==> src/design/ccvd_pkg.sv <==
// ccvd_pkg: offsets, reset values, strap codes and timing counts
// for the debounce configuration bank and its settle filters.
// assumes a 250 MHz system clock and a 12-bit byte register address.
package ccvd_pkg;

  // register address width and data width
  localparam int          ADDR_W             = 12;
  localparam int          DATA_W             = 8;

  // register byte addresses
  localparam logic [11:0] PD_SETTLE_OFS      = 12'h818;
  localparam logic [11:0] VCONN_SETTLE_OFS   = 12'h819;
  localparam logic [11:0] CC1_MASK_OFS       = 12'h81A;
  localparam logic [11:0] CC2_MASK_OFS       = 12'h81B;
  localparam logic [11:0] VBUS_MASK_OFS      = 12'h81C;

  // period reset values, 1 ms units
  localparam logic [7:0]  PD_SETTLE_RST      = 8'h0A;
  localparam logic [7:0]  VCONN_SETTLE_RST   = 8'h02;

  // supply mask: bits 5:2 thresholds 3..0, bit 0 zero-volt level
  localparam logic [7:0]  VBUS_FIELD_MASK    = 8'h3D;
  localparam int          ZERO_VOLT_BIT      = 0;
  localparam int          SUPPLY_THR0_BIT    = 2;
  localparam int          SUPPLY_THR3_BIT    = 5;

  // cc mask strap defaults
  localparam logic [7:0]  CC_RST_UFP         = 8'h15;
  localparam logic [7:0]  CC_RST_DFP_DEF     = 8'h21;
  localparam logic [7:0]  CC_RST_DFP_1A5     = 8'h22;
  localparam logic [7:0]  CC_RST_DFP_3A0     = 8'h48;
  localparam logic [7:0]  CC_RST_OTHER       = 8'h00;

  // supply mask strap defaults
  localparam logic [7:0]  VBUS_RST_STANDALONE = 8'h0D;
  localparam logic [7:0]  VBUS_RST_OTHER      = 8'h00;

  // configuration-select pin codes
  localparam logic [1:0]  CFG_OTHER          = 2'h0;
  localparam logic [1:0]  CFG_UFP            = 2'h1;
  localparam logic [1:0]  CFG_DFP            = 2'h2;

  // power-capability pin codes {pin1, pin0}; 2'h3 also means 3.0 A
  localparam logic [1:0]  PWR_DEFAULT        = 2'h0;
  localparam logic [1:0]  PWR_1A5            = 2'h1;

  // time base: one settle unit is 1 ms
  localparam int          SETTLE_UNIT_NS     = 1000000;
  localparam int          CLK_PERIOD_NS      = 4;
  localparam int          SETTLE_UNIT_CYCLES = SETTLE_UNIT_NS / CLK_PERIOD_NS;

  // cycles the strap synchroniser needs before its value is trusted
  localparam logic [1:0]  STRAP_SETTLE_CYCLES = 2'h3;

  // strap capture state
  typedef enum logic [0:0]
  {
    ST_STRAP = 1'b0,
    ST_RUN   = 1'b1
  } ccvd_state_type;

  // newly set mask bits with a differing masked raw vector
  function automatic logic ccvd_mask_restart
  (
    input logic [7:0] old_mask,
    input logic [7:0] new_mask,
    input logic [7:0] raw_now,
    input logic [7:0] raw_prev
  );
    logic any_set;
    any_set = |(new_mask & ~old_mask);
    return any_set && ((raw_now & new_mask) != (raw_prev & old_mask));
  endfunction : ccvd_mask_restart

endpackage : ccvd_pkg

==> src/design/ccvd_debounce_config.sv <==
// ccvd_debounce_config: settle period and threshold filter mask
// registers, strap-dependent defaults, and the cc, supply and cable
// power debouncers they steer.
// assumes the register port and the threshold inputs are on clk_sys;
// strap pins are asynchronous and are synchronised here.
`timescale 1ns/100ps
`default_nettype none
// Contract
// - pd settle period register, 1 ms, reset 0x0A
// - cable fault period register, reset 0x02
// - per-pin cc masks select filtered thresholds
// - newly set cc bits restart on mismatch
// - clearing mask bits alone raises no restart request, but a cleared bit whose raw level is high restarts the count
// - one cc debouncer, any filtered change on either pin restarts it
// - cc mask writes apply at scan end
// - cc mask defaults follow straps
// - unfiltered cc threshold result follows immediately
// - supply mask selects filtered supply thresholds
// - newly set supply bits restart on mismatch
// - supply mask layout, reserved bits read zero
// - unfiltered supply result follows immediately
// - supply mask defaults follow configuration pin
module ccvd_debounce_config
  import ccvd_pkg::*;
#(
  parameter int unsigned SETTLE_CYCLES = SETTLE_UNIT_CYCLES
)
(
  input  wire logic              clk_sys,
  input  wire logic              rst_n,
  input  wire logic              reg_wr_en,
  input  wire logic              reg_rd_en,
  input  wire logic [ADDR_W-1:0] reg_addr,
  input  wire logic [DATA_W-1:0] reg_wdata,
  output logic      [DATA_W-1:0] reg_rdata,
  output logic                   reg_rd_valid,
  input  wire logic [1:0]        role_config_pin,
  input  wire logic              power_level_pin0,
  input  wire logic              power_level_pin1,
  input  wire logic              cc_scan_end,
  input  wire logic [7:0]        cc1_threshold_raw,
  input  wire logic [7:0]        cc2_threshold_raw,
  input  wire logic [7:0]        supply_threshold_raw,
  input  wire logic              cable_overload_raw,
  input  wire logic              cc_backdrive_raw,
  output logic      [7:0]        cc1_threshold_result,
  output logic      [7:0]        cc2_threshold_result,
  output logic      [7:0]        supply_threshold_result,
  output logic                   cable_overload_settled,
  output logic                   cc_backdrive_settled,
  output logic                   strap_done
);

  // ---- register file state ----
  logic [7:0]     pd_settle_period_q;          // cc settle period
  logic [7:0]     vconn_fault_settle_period_q; // cable fault period
  logic [7:0]     cc1_mask_pend_q;             // cc1 mask as written
  logic [7:0]     cc2_mask_pend_q;             // cc2 mask as written
  logic [7:0]     cc1_mask_act_q;              // cc1 mask in use
  logic [7:0]     cc2_mask_act_q;              // cc2 mask in use
  logic [7:0]     vbus_mask_q;                 // supply mask in use
  logic [7:0]     rdata_q;                     // read data register
  logic           rd_valid_q;                  // read answer strobe

  // ---- restart requests, raised in the same cycle a mask takes effect ----
  logic           cc_restart_q;    // cc debouncer restart
  logic           vbus_restart_q;  // supply debouncer restart

  // ---- previous raw vectors for the mask mismatch check ----
  logic [7:0]     cc1_raw_prev_q;  // cc1 raw last cycle
  logic [7:0]     cc2_raw_prev_q;  // cc2 raw last cycle
  logic [7:0]     vbus_raw_prev_q; // supply raw last cycle

  // ---- strap capture ----
  logic [3:0]     strap_s1_q;      // first synchroniser stage
  logic [3:0]     strap_s2_q;      // second stage
  logic [3:0]     strap_s3_q;      // third stage
  logic [1:0]     strap_cnt_q;     // cycles spent waiting
  ccvd_state_type state_q;         // strap or run
  ccvd_state_type state_d;         // next state

  // ---- shared time base ----
  logic           tick_ms;         // one pulse per ms

  // ---- address decode ----
  wire hit_pd_w    = (reg_addr == PD_SETTLE_OFS);     // pd period
  wire hit_vconn_w = (reg_addr == VCONN_SETTLE_OFS);  // cable period
  wire hit_cc1_w   = (reg_addr == CC1_MASK_OFS);      // cc1 mask
  wire hit_cc2_w   = (reg_addr == CC2_MASK_OFS);      // cc2 mask
  wire hit_vbus_w  = (reg_addr == VBUS_MASK_OFS);     // supply mask

  // write strobes per register
  wire wr_pd_w     = reg_wr_en & hit_pd_w;
  wire wr_vconn_w  = reg_wr_en & hit_vconn_w;
  wire wr_cc1_w    = reg_wr_en & hit_cc1_w;
  wire wr_cc2_w    = reg_wr_en & hit_cc2_w;
  wire wr_vbus_w   = reg_wr_en & hit_vbus_w;

  // supply write with reserved bits forced to zero
  wire [7:0] vbus_wdata_w = reg_wdata & VBUS_FIELD_MASK;

  // read mux, unmapped addresses read zero
  wire [7:0] rd_mux_w =
    hit_pd_w    ? pd_settle_period_q          :
    hit_vconn_w ? vconn_fault_settle_period_q :
    hit_cc1_w   ? cc1_mask_pend_q             :
    hit_cc2_w   ? cc2_mask_pend_q             :
    hit_vbus_w  ? vbus_mask_q                 :
                  8'h00;

  // ---- strap decode from the settled third stage ----
  wire [1:0] cfg_w   = strap_s3_q[1:0];  // configuration select
  wire [1:0] pwr_w   = strap_s3_q[3:2];  // power capability
  wire       agree_w = (strap_s2_q == strap_s3_q); // pins settled
  wire       load_w  = (state_q == ST_STRAP) &&
                       (strap_cnt_q == STRAP_SETTLE_CYCLES) && agree_w;

  // cc default by configuration and current level
  wire [7:0] cc_dflt_w =
    (cfg_w == CFG_UFP)                          ? CC_RST_UFP     :
    (cfg_w == CFG_DFP && pwr_w == PWR_DEFAULT)  ? CC_RST_DFP_DEF :
    (cfg_w == CFG_DFP && pwr_w == PWR_1A5)      ? CC_RST_DFP_1A5 :
    (cfg_w == CFG_DFP)                          ? CC_RST_DFP_3A0 :
                                                  CC_RST_OTHER;

  // supply default by configuration only
  wire [7:0] vbus_dflt_w =
    (cfg_w == CFG_UFP || cfg_w == CFG_DFP) ? VBUS_RST_STANDALONE :
                                             VBUS_RST_OTHER;

  // ---- mask mismatch checks ----
  wire cc_set_restart_w =
    ccvd_mask_restart(cc1_mask_act_q, cc1_mask_pend_q,
                      cc1_threshold_raw, cc1_raw_prev_q) |
    ccvd_mask_restart(cc2_mask_act_q, cc2_mask_pend_q,
                      cc2_threshold_raw, cc2_raw_prev_q);

  wire vbus_set_restart_w =
    ccvd_mask_restart(vbus_mask_q, vbus_wdata_w,
                      supply_threshold_raw & VBUS_FIELD_MASK,
                      vbus_raw_prev_q);

  // cc mask moves to the debouncer only at a scan boundary
  wire cc_apply_w = cc_scan_end && (state_q == ST_RUN);

  // strap state next value
  always_comb
  begin
    state_d = state_q;
    case (state_q)
      ST_STRAP:
      begin
        if (load_w)
        begin
          state_d = ST_RUN;  // defaults captured
        end
      end
      ST_RUN:
      begin
        state_d = ST_RUN;    // stay until reset
      end
      default:
      begin
        state_d = ST_STRAP;
      end
    endcase
  end

  // strap synchroniser, three stages
  always_ff @(posedge clk_sys or negedge rst_n)
  begin
    if (!rst_n)
    begin
      strap_s1_q <= 4'h0;
      strap_s2_q <= 4'h0;
      strap_s3_q <= 4'h0;
    end
    else
    begin
      strap_s1_q <= {power_level_pin1, power_level_pin0, role_config_pin};
      strap_s2_q <= strap_s1_q;
      strap_s3_q <= strap_s2_q;
    end
  end

  // strap wait counter and state register
  always_ff @(posedge clk_sys or negedge rst_n)
  begin
    if (!rst_n)
    begin
      strap_cnt_q <= 2'h0;
      state_q     <= ST_STRAP;
    end
    else
    begin
      if (strap_cnt_q != STRAP_SETTLE_CYCLES)
      begin
        strap_cnt_q <= strap_cnt_q + 2'h1;  // saturate at settle count
      end
      state_q <= state_d;
    end
  end

  // settle period registers
  always_ff @(posedge clk_sys or negedge rst_n)
  begin
    if (!rst_n)
    begin
      pd_settle_period_q          <= PD_SETTLE_RST;
      vconn_fault_settle_period_q <= VCONN_SETTLE_RST;
    end
    else
    begin
      if (wr_pd_w)
      begin
        pd_settle_period_q <= reg_wdata;
      end
      if (wr_vconn_w)
      begin
        vconn_fault_settle_period_q <= reg_wdata;
      end
    end
  end

  // cc masks as written; strap load overrides during capture
  always_ff @(posedge clk_sys or negedge rst_n)
  begin
    if (!rst_n)
    begin
      cc1_mask_pend_q <= CC_RST_OTHER;
      cc2_mask_pend_q <= CC_RST_OTHER;
    end
    else if (load_w)
    begin
      cc1_mask_pend_q <= cc_dflt_w;
      cc2_mask_pend_q <= cc_dflt_w;
    end
    else
    begin
      if (wr_cc1_w)
      begin
        cc1_mask_pend_q <= reg_wdata;
      end
      if (wr_cc2_w)
      begin
        cc2_mask_pend_q <= reg_wdata;
      end
    end
  end

  // cc masks in use, updated at scan end
  always_ff @(posedge clk_sys or negedge rst_n)
  begin
    if (!rst_n)
    begin
      cc1_mask_act_q <= CC_RST_OTHER;
      cc2_mask_act_q <= CC_RST_OTHER;
      cc_restart_q   <= 1'b0;
    end
    else if (load_w)
    begin
      cc1_mask_act_q <= cc_dflt_w;
      cc2_mask_act_q <= cc_dflt_w;
      cc_restart_q   <= 1'b1;       // start from a clean count
    end
    else
    begin
      if (cc_apply_w)
      begin
        cc1_mask_act_q <= cc1_mask_pend_q;
        cc2_mask_act_q <= cc2_mask_pend_q;
      end
      cc_restart_q <= cc_apply_w && cc_set_restart_w;
    end
  end

  // supply mask, effective at once
  always_ff @(posedge clk_sys or negedge rst_n)
  begin
    if (!rst_n)
    begin
      vbus_mask_q    <= VBUS_RST_OTHER;
      vbus_restart_q <= 1'b0;
    end
    else if (load_w)
    begin
      vbus_mask_q    <= vbus_dflt_w;
      vbus_restart_q <= 1'b1;
    end
    else
    begin
      if (wr_vbus_w)
      begin
        vbus_mask_q <= vbus_wdata_w;
      end
      vbus_restart_q <= wr_vbus_w && vbus_set_restart_w;
    end
  end

  // previous raw vectors for the mismatch check
  always_ff @(posedge clk_sys or negedge rst_n)
  begin
    if (!rst_n)
    begin
      cc1_raw_prev_q  <= 8'h00;
      cc2_raw_prev_q  <= 8'h00;
      vbus_raw_prev_q <= 8'h00;
    end
    else
    begin
      cc1_raw_prev_q  <= cc1_threshold_raw;
      cc2_raw_prev_q  <= cc2_threshold_raw;
      vbus_raw_prev_q <= supply_threshold_raw & VBUS_FIELD_MASK;
    end
  end

  // read answer one cycle after the request
  always_ff @(posedge clk_sys or negedge rst_n)
  begin
    if (!rst_n)
    begin
      rdata_q    <= 8'h00;
      rd_valid_q <= 1'b0;
    end
    else
    begin
      rd_valid_q <= reg_rd_en;
      if (reg_rd_en)
      begin
        rdata_q <= rd_mux_w;
      end
    end
  end

  // ---- 1 ms time base ----
  ccvd_ms_tick
  #(
    .CYCLES (SETTLE_CYCLES)
  )
  u_tick
  (
    .clk_sys (clk_sys),
    .rst_n   (rst_n),
    .tick_ms (tick_ms)
  );

  // one debouncer across both cc pins
  ccvd_settle_filter
  #(
    .WIDTH (16)
  )
  u_cc_filter
  (
    .clk_sys     (clk_sys),
    .rst_n       (rst_n),
    .tick_ms     (tick_ms),
    .period      (pd_settle_period_q),
    .restart     (cc_restart_q),
    .raw         ({cc2_threshold_raw, cc1_threshold_raw}),
    .filter_mask ({cc2_mask_act_q, cc1_mask_act_q}),
    .result      ({cc2_threshold_result, cc1_threshold_result})
  );

  // supply debouncer, shares the pd period
  ccvd_settle_filter
  #(
    .WIDTH (8)
  )
  u_supply_filter
  (
    .clk_sys     (clk_sys),
    .rst_n       (rst_n),
    .tick_ms     (tick_ms),
    .period      (pd_settle_period_q),
    .restart     (vbus_restart_q),
    .raw         (supply_threshold_raw & VBUS_FIELD_MASK),
    .filter_mask (vbus_mask_q),
    .result      (supply_threshold_result)
  );

  // cable overload and back-drive debouncer, always filtered
  ccvd_settle_filter
  #(
    .WIDTH (2)
  )
  u_fault_filter
  (
    .clk_sys     (clk_sys),
    .rst_n       (rst_n),
    .tick_ms     (tick_ms),
    .period      (vconn_fault_settle_period_q),
    .restart     (1'b0),
    .raw         ({cc_backdrive_raw, cable_overload_raw}),
    .filter_mask (2'b11),
    .result      ({cc_backdrive_settled, cable_overload_settled})
  );

  // register port outputs
  assign reg_rdata    = rdata_q;
  assign reg_rd_valid = rd_valid_q;
  assign strap_done   = (state_q == ST_RUN);

endmodule : ccvd_debounce_config
`default_nettype wire

==> src/design/ccvd_ms_tick.sv <==
// ccvd_ms_tick: one-cycle pulse every settle unit of the system clock.
// assumes CYCLES is at least 2.
`timescale 1ns/100ps
`default_nettype none
module ccvd_ms_tick
  import ccvd_pkg::*;
#(
  parameter int unsigned CYCLES = SETTLE_UNIT_CYCLES
)
(
  input  wire logic clk_sys,
  input  wire logic rst_n,
  output logic      tick_ms
);

  localparam int CW = $clog2(CYCLES);

  logic [CW-1:0] cnt_q;   // cycles within the current unit
  logic          tick_q;  // registered pulse
  wire           last_w = (cnt_q == CW'(CYCLES - 1));  // unit ends

  // free-running unit counter
  always_ff @(posedge clk_sys or negedge rst_n)
  begin
    if (!rst_n)
    begin
      cnt_q  <= '0;
      tick_q <= 1'b0;
    end
    else
    begin
      cnt_q  <= last_w ? '0 : cnt_q + CW'(1);
      tick_q <= last_w;
    end
  end

  assign tick_ms = tick_q;

endmodule : ccvd_ms_tick
`default_nettype wire

==> src/design/ccvd_settle_filter.sv <==
// ccvd_settle_filter: debouncer over a vector of threshold results.
// assumes raw comes from logic on clk_sys and tick_ms is a 1-cycle pulse.
`timescale 1ns/100ps
`default_nettype none
module ccvd_settle_filter
  import ccvd_pkg::*;
#(
  parameter int WIDTH = 8
)
(
  input  wire logic             clk_sys,
  input  wire logic             rst_n,
  input  wire logic             tick_ms,
  input  wire logic [7:0]       period,
  input  wire logic             restart,
  input  wire logic [WIDTH-1:0] raw,
  input  wire logic [WIDTH-1:0] filter_mask,
  output logic      [WIDTH-1:0] result
);

  logic [WIDTH-1:0] watch_q;   // masked raw under observation
  logic [WIDTH-1:0] stable_q;  // last accepted masked value
  logic [WIDTH-1:0] result_q;  // output register
  logic [7:0]       cnt_q;     // unit ticks seen without change

  wire [WIDTH-1:0] watched_w = raw & filter_mask;     // filtered bits only
  wire             changed_w = (watched_w != watch_q); // any watched change
  wire             settled_w = (cnt_q >= period);      // period reached
  wire             clear_w   = restart | changed_w;    // count from zero
  // accepted value, or held value while settling; a bit that turns
  // filtered keeps its last shown level instead of a stale one
  wire [WIDTH-1:0] held_w    = (!clear_w && settled_w) ? watch_q : stable_q;

  // settle counter and observed value
  always_ff @(posedge clk_sys or negedge rst_n)
  begin
    if (!rst_n)
    begin
      watch_q <= '0;
      cnt_q   <= 8'h00;
    end
    else if (clear_w)
    begin
      watch_q <= watched_w;
      cnt_q   <= 8'h00;
    end
    else if (tick_ms && !settled_w)
    begin
      cnt_q <= cnt_q + 8'h01;
    end
  end

  // accept and publish: unfiltered bits follow raw at once
  always_ff @(posedge clk_sys or negedge rst_n)
  begin
    if (!rst_n)
    begin
      stable_q <= '0;
      result_q <= '0;
    end
    else
    begin
      stable_q <= (held_w & filter_mask) | (raw & ~filter_mask);
      result_q <= (stable_q & filter_mask) | (raw & ~filter_mask);
    end
  end

  assign result = result_q;

endmodule : ccvd_settle_filter
`default_nettype wire

==> config.mk <==
export PLATFORM = sky130hd
export DESIGN_NAME = ccvd_debounce_config
export DESIGN_NICKNAME = d
export VERILOG_FILES = /design/src/design/ccvd_pkg.sv /design/src/design/ccvd_debounce_config.sv /design/src/design/ccvd_ms_tick.sv /design/src/design/ccvd_settle_filter.sv
export SDC_FILE = /design/constraint.sdc
export NUM_CORES = 1
export LEC_CHECK = 0
export ABC_CLOCK_PERIOD_IN_PS = 6100
export BUFFER_PORTS_ARGS = -buffer_cell sky130_fd_sc_hd__buf_2
export CELL_PAD_IN_SITES_DETAIL_PLACEMENT = 0
export CELL_PAD_IN_SITES_GLOBAL_PLACEMENT = 2
export CORE_ASPECT_RATIO = 1.25
export CORE_UTILIZATION = 34
export CTS_CLUSTER_SIZE = 8
export DETAILED_ROUTE_END_ITERATION = 12
export HOLD_SLACK_MARGIN = 0.15
export MAX_ROUTING_LAYER = met4
export PLACE_DENSITY_LB_ADDON = 0.05
export SLEW_MARGIN = 0
export SYNTH_ARGS = -nofsm -noshare
export SYNTH_HDL_FRONTEND = slang
export SYNTH_SLANG_ARGS = --single-unit
==> constraint.sdc <==
create_clock -name clk_sys -period 6.1 [get_ports clk_sys]
set_input_delay 1.22 -clock clk_sys [delete_from_list [all_inputs] [get_ports clk_sys]]
set_output_delay 1.22 -clock clk_sys [all_outputs]
set_load 0.01 [all_outputs]
==> results.md <==
- Number of antenna violations at the first check in global routing: 2
- Synth area leaders: dfrtp_1, a21oi_1, mux2i_1, mux2_2, ha_1
- Clock sinks: ~210
- Vias: ~7k
- Post-CTS setup repair buffer count: 0
- Power Density: 371 nW/um^2
- Initial drt markers: around 270
- Maximum Capacitance Violations: 0
- Hold Vio Cnt, Final: 0
- Int Power: about 3.0 mW
- Synthesized flop and latch total: 212
- Core Region: roughly 29000 um^2
- Crit-path slowest cell: nor4b_1
- Pleak: roughly 5.2 nW
- Chip height: between 150 and 200 um
- Sw frac: just over 30%
- Worst Tran Pin Value: around 1100 ps
- Post-synth top area share: between 50% and 60%
- Arrival time of the worst setup path: between 3000 and 4000 ps
- Number of port buffers: between 80 and 90
- Post-synthesis sequential area ratio: a little over half
- Gr usage total: between 10% and 20%
- I/O pins: between 90 and 100
- Kind of critical path: in -> reg
- Global routing's busiest layer: met2
- Root Buffer: clkbuf_16
- Syn Inst Count: about 950
- Routed WL: approximately 25 mm
- Total grt overflow: 0
- CP Cell Sequence: buf_2, nor4b_1, nand3_1, nor2_1, and4_1, mux2i_1, a21oi_1
- Class of the worst hold path: reg -> reg
- Sequential share of power: around 46%
- Slew Limit Headroom: 25.5%
- Nets: between 1k and 1.5k
- Critical path's top delay family: simple AND/OR/NAND/NOR gates
- CTS tree: yes
- 1st-pass router iterations: 6
- Largest net degree at the start of global routing: ~130
- Clock network power share: about a third
- Post-synth EDFFs: 0
- Mean Syn Cell Area: about 11 um^2
- Final slew viol count: 0
- Area of the multi-input gates: approximately 4300 um^2
- Global-route wire length before repair: slightly above 40 mm
- Fill cells: 2885
- Req. time, crit path: about 6500 ps
- Antenna viol nets, final: 0
- Final RePlAce weighted congestion: 0.757
- Die ar.: 30100 um^2
- Number of global-route vias before repair: between 7k and 8k
- Dpl cell area: between 10000 and 15000 um^2
- RSZ-0062 raised after global routing: no
- Commonest non-fill, non-tap cell in the layout: dfrtp_1
- Clock skew: roughly 14 ps
- Rows: between 60 and 70
- Ys async rst share: 100%
- WL per Instance: about 17 um
- Die Wd: ~160 um
- Buf+Inv Stages, Crit Path: 1
- Most frequent cells in the layout: dfrtp_1, nand2_1, a21oi_1, buf_2, nor2_1
- Vias per cell: 4.86
- TritonCTS buffer count: 30
- PostCTS Resize Cnt: 0
- Post-DP HPWL: about 17 mm
- Crit start category: primary input
- Worst-path clk slew: 50 ps
- Global Route met3 Usage: 2.75%
- YS warnings: 0
- Layout cells sized above 1: 16.1%
- Setup violators final: 0
- Skew-Pair Late Insertion Delay: 550 ps
- Cell taking the most area after synthesis: dfrtp_1
- FF/Latch Area: around 5300 um^2
- Crit end category: flop
- Max reg flops: 18
- Drt drc: 0
- CP Max Fanout: 8
- Initial Utilization: a little over a third
- Syn Std Cell Area: between 9000 and 10000 um^2
- Status: complete, no violations
- Slowest cell delay on critical path: approximately 900 ps
- Cts hold-fix bufs: 0
- Final Cell Area: 11600 um^2
- Main synth FF type: dfrtp_1
- Routing usage on met2: 28.0%
- Net Switching: between 1 and 1.5 mW
- Largest Register: u_tick.cnt_q
- Logic pwr share: a little under a fifth
- Cell variety after synth: between 50 and 60
- Minimum clock period: about 3500 ps
- Final period util: 57.7%
- Setup_tns: 0 ps
- Met1 Use GR: 23.8%
- # H-tree levels: 1
- F_max: approximately 280 MHz
- Max clock buf depth: 3
- Max IR drop VDD: around 200 uV
- Area delta synth->final: 16.1%
layout make-up:
class                           count  area share [%]
Multi-Input combinational cell    650            37.1
Clock inverter                      1           0.140
Inverter                           51            1.65
Timing Repair Buffer               88            4.08
Clock buffer                       42            6.95
Sequential cell                   212            45.8
Antenna cell                        2          0.0432
Tap cell                          390            4.21
per-layer routing:
| metal | wire, um | vias up |
|---|---|---|
| met5 | 0 | - |
| met4 | 495 | 0 |
| met3 | 959 | 36 |
| met2 | 11800 | 103 |
| met1 | 11600 | 3386 |
| li1 | - | 3461 |
cells by family after synthesis:
logic type | synth area share (%)
AO/OA/AOI/OAI | 9.81
XOR/XNOR | 5.44
adder cells (fa/ha/maj) | 3.88
buffers and inverters | 3.83
flip-flops | 53.2
multiplexers | 8.63
other | 0.0375
AND/OR/NAND/NOR | 15.2
worst paths after layout:
check,endpoint,slack (ps),start,cells past startpoint
max,cc2_mask_pend_q[6],2580,reg_addr[9],7
min,strap_s2_q[3],350,strap_s1_q[3],0
max reg2reg,flop,3400,pd_settle_period_q[3],9
min reg2reg,strap_s2_q[3],350,strap_s1_q[3],0
max in group asynchronous,u_fault_filter.stable_q[1],4280,rst_n,2
min in group asynchronous,u_cc_filter.watch_q[7],660,rst_n,1
power groups by stage:
stage | Combinational [mW] | Sequential [mW] | Clock (mW)
finish | 0.817 | 1.99 | 1.49
global route | 0.929 | 2.04 | 1.60
CTS | 0.836 | 2.00 | 1.55
detailed placement | 0.832 | 2.02 | 0
global placement | 0.825 | 2.02 | 0
floorplan | 0.641 | 1.87 | 0
stage by stage:
step	power (mW)	util (%)	worst slack, ps	hold slack [ps]	cells
floorplan	2.51	-	3040	331	951
global placement	2.84	37.6	2110	335	1391
detailed placement	2.85	37.6	2100	340	1391
CTS	4.38	40.4	2670	347	1434
global route	4.57	40.4	2420	357	1436
finish	4.29	40.4	2580	345	1436
cells in the mapped netlist (11+ instances only):
library cell and instances:
a21oi_1 89, a31oi_1 11, and2_1 26, and3_1 20, clkbuf_1 23, dfrtp_1 209
ha_1 31, inv_1 51, mux2_2 35, mux2i_1 40, nand2_1 97, nand3_1 26
nand4_1 17, nor2_1 69, o21ai_0 19, o22ai_1 19, xnor2_1 21, xor2_1 41
Note: power is estimated with default switching activity, not from simulation.
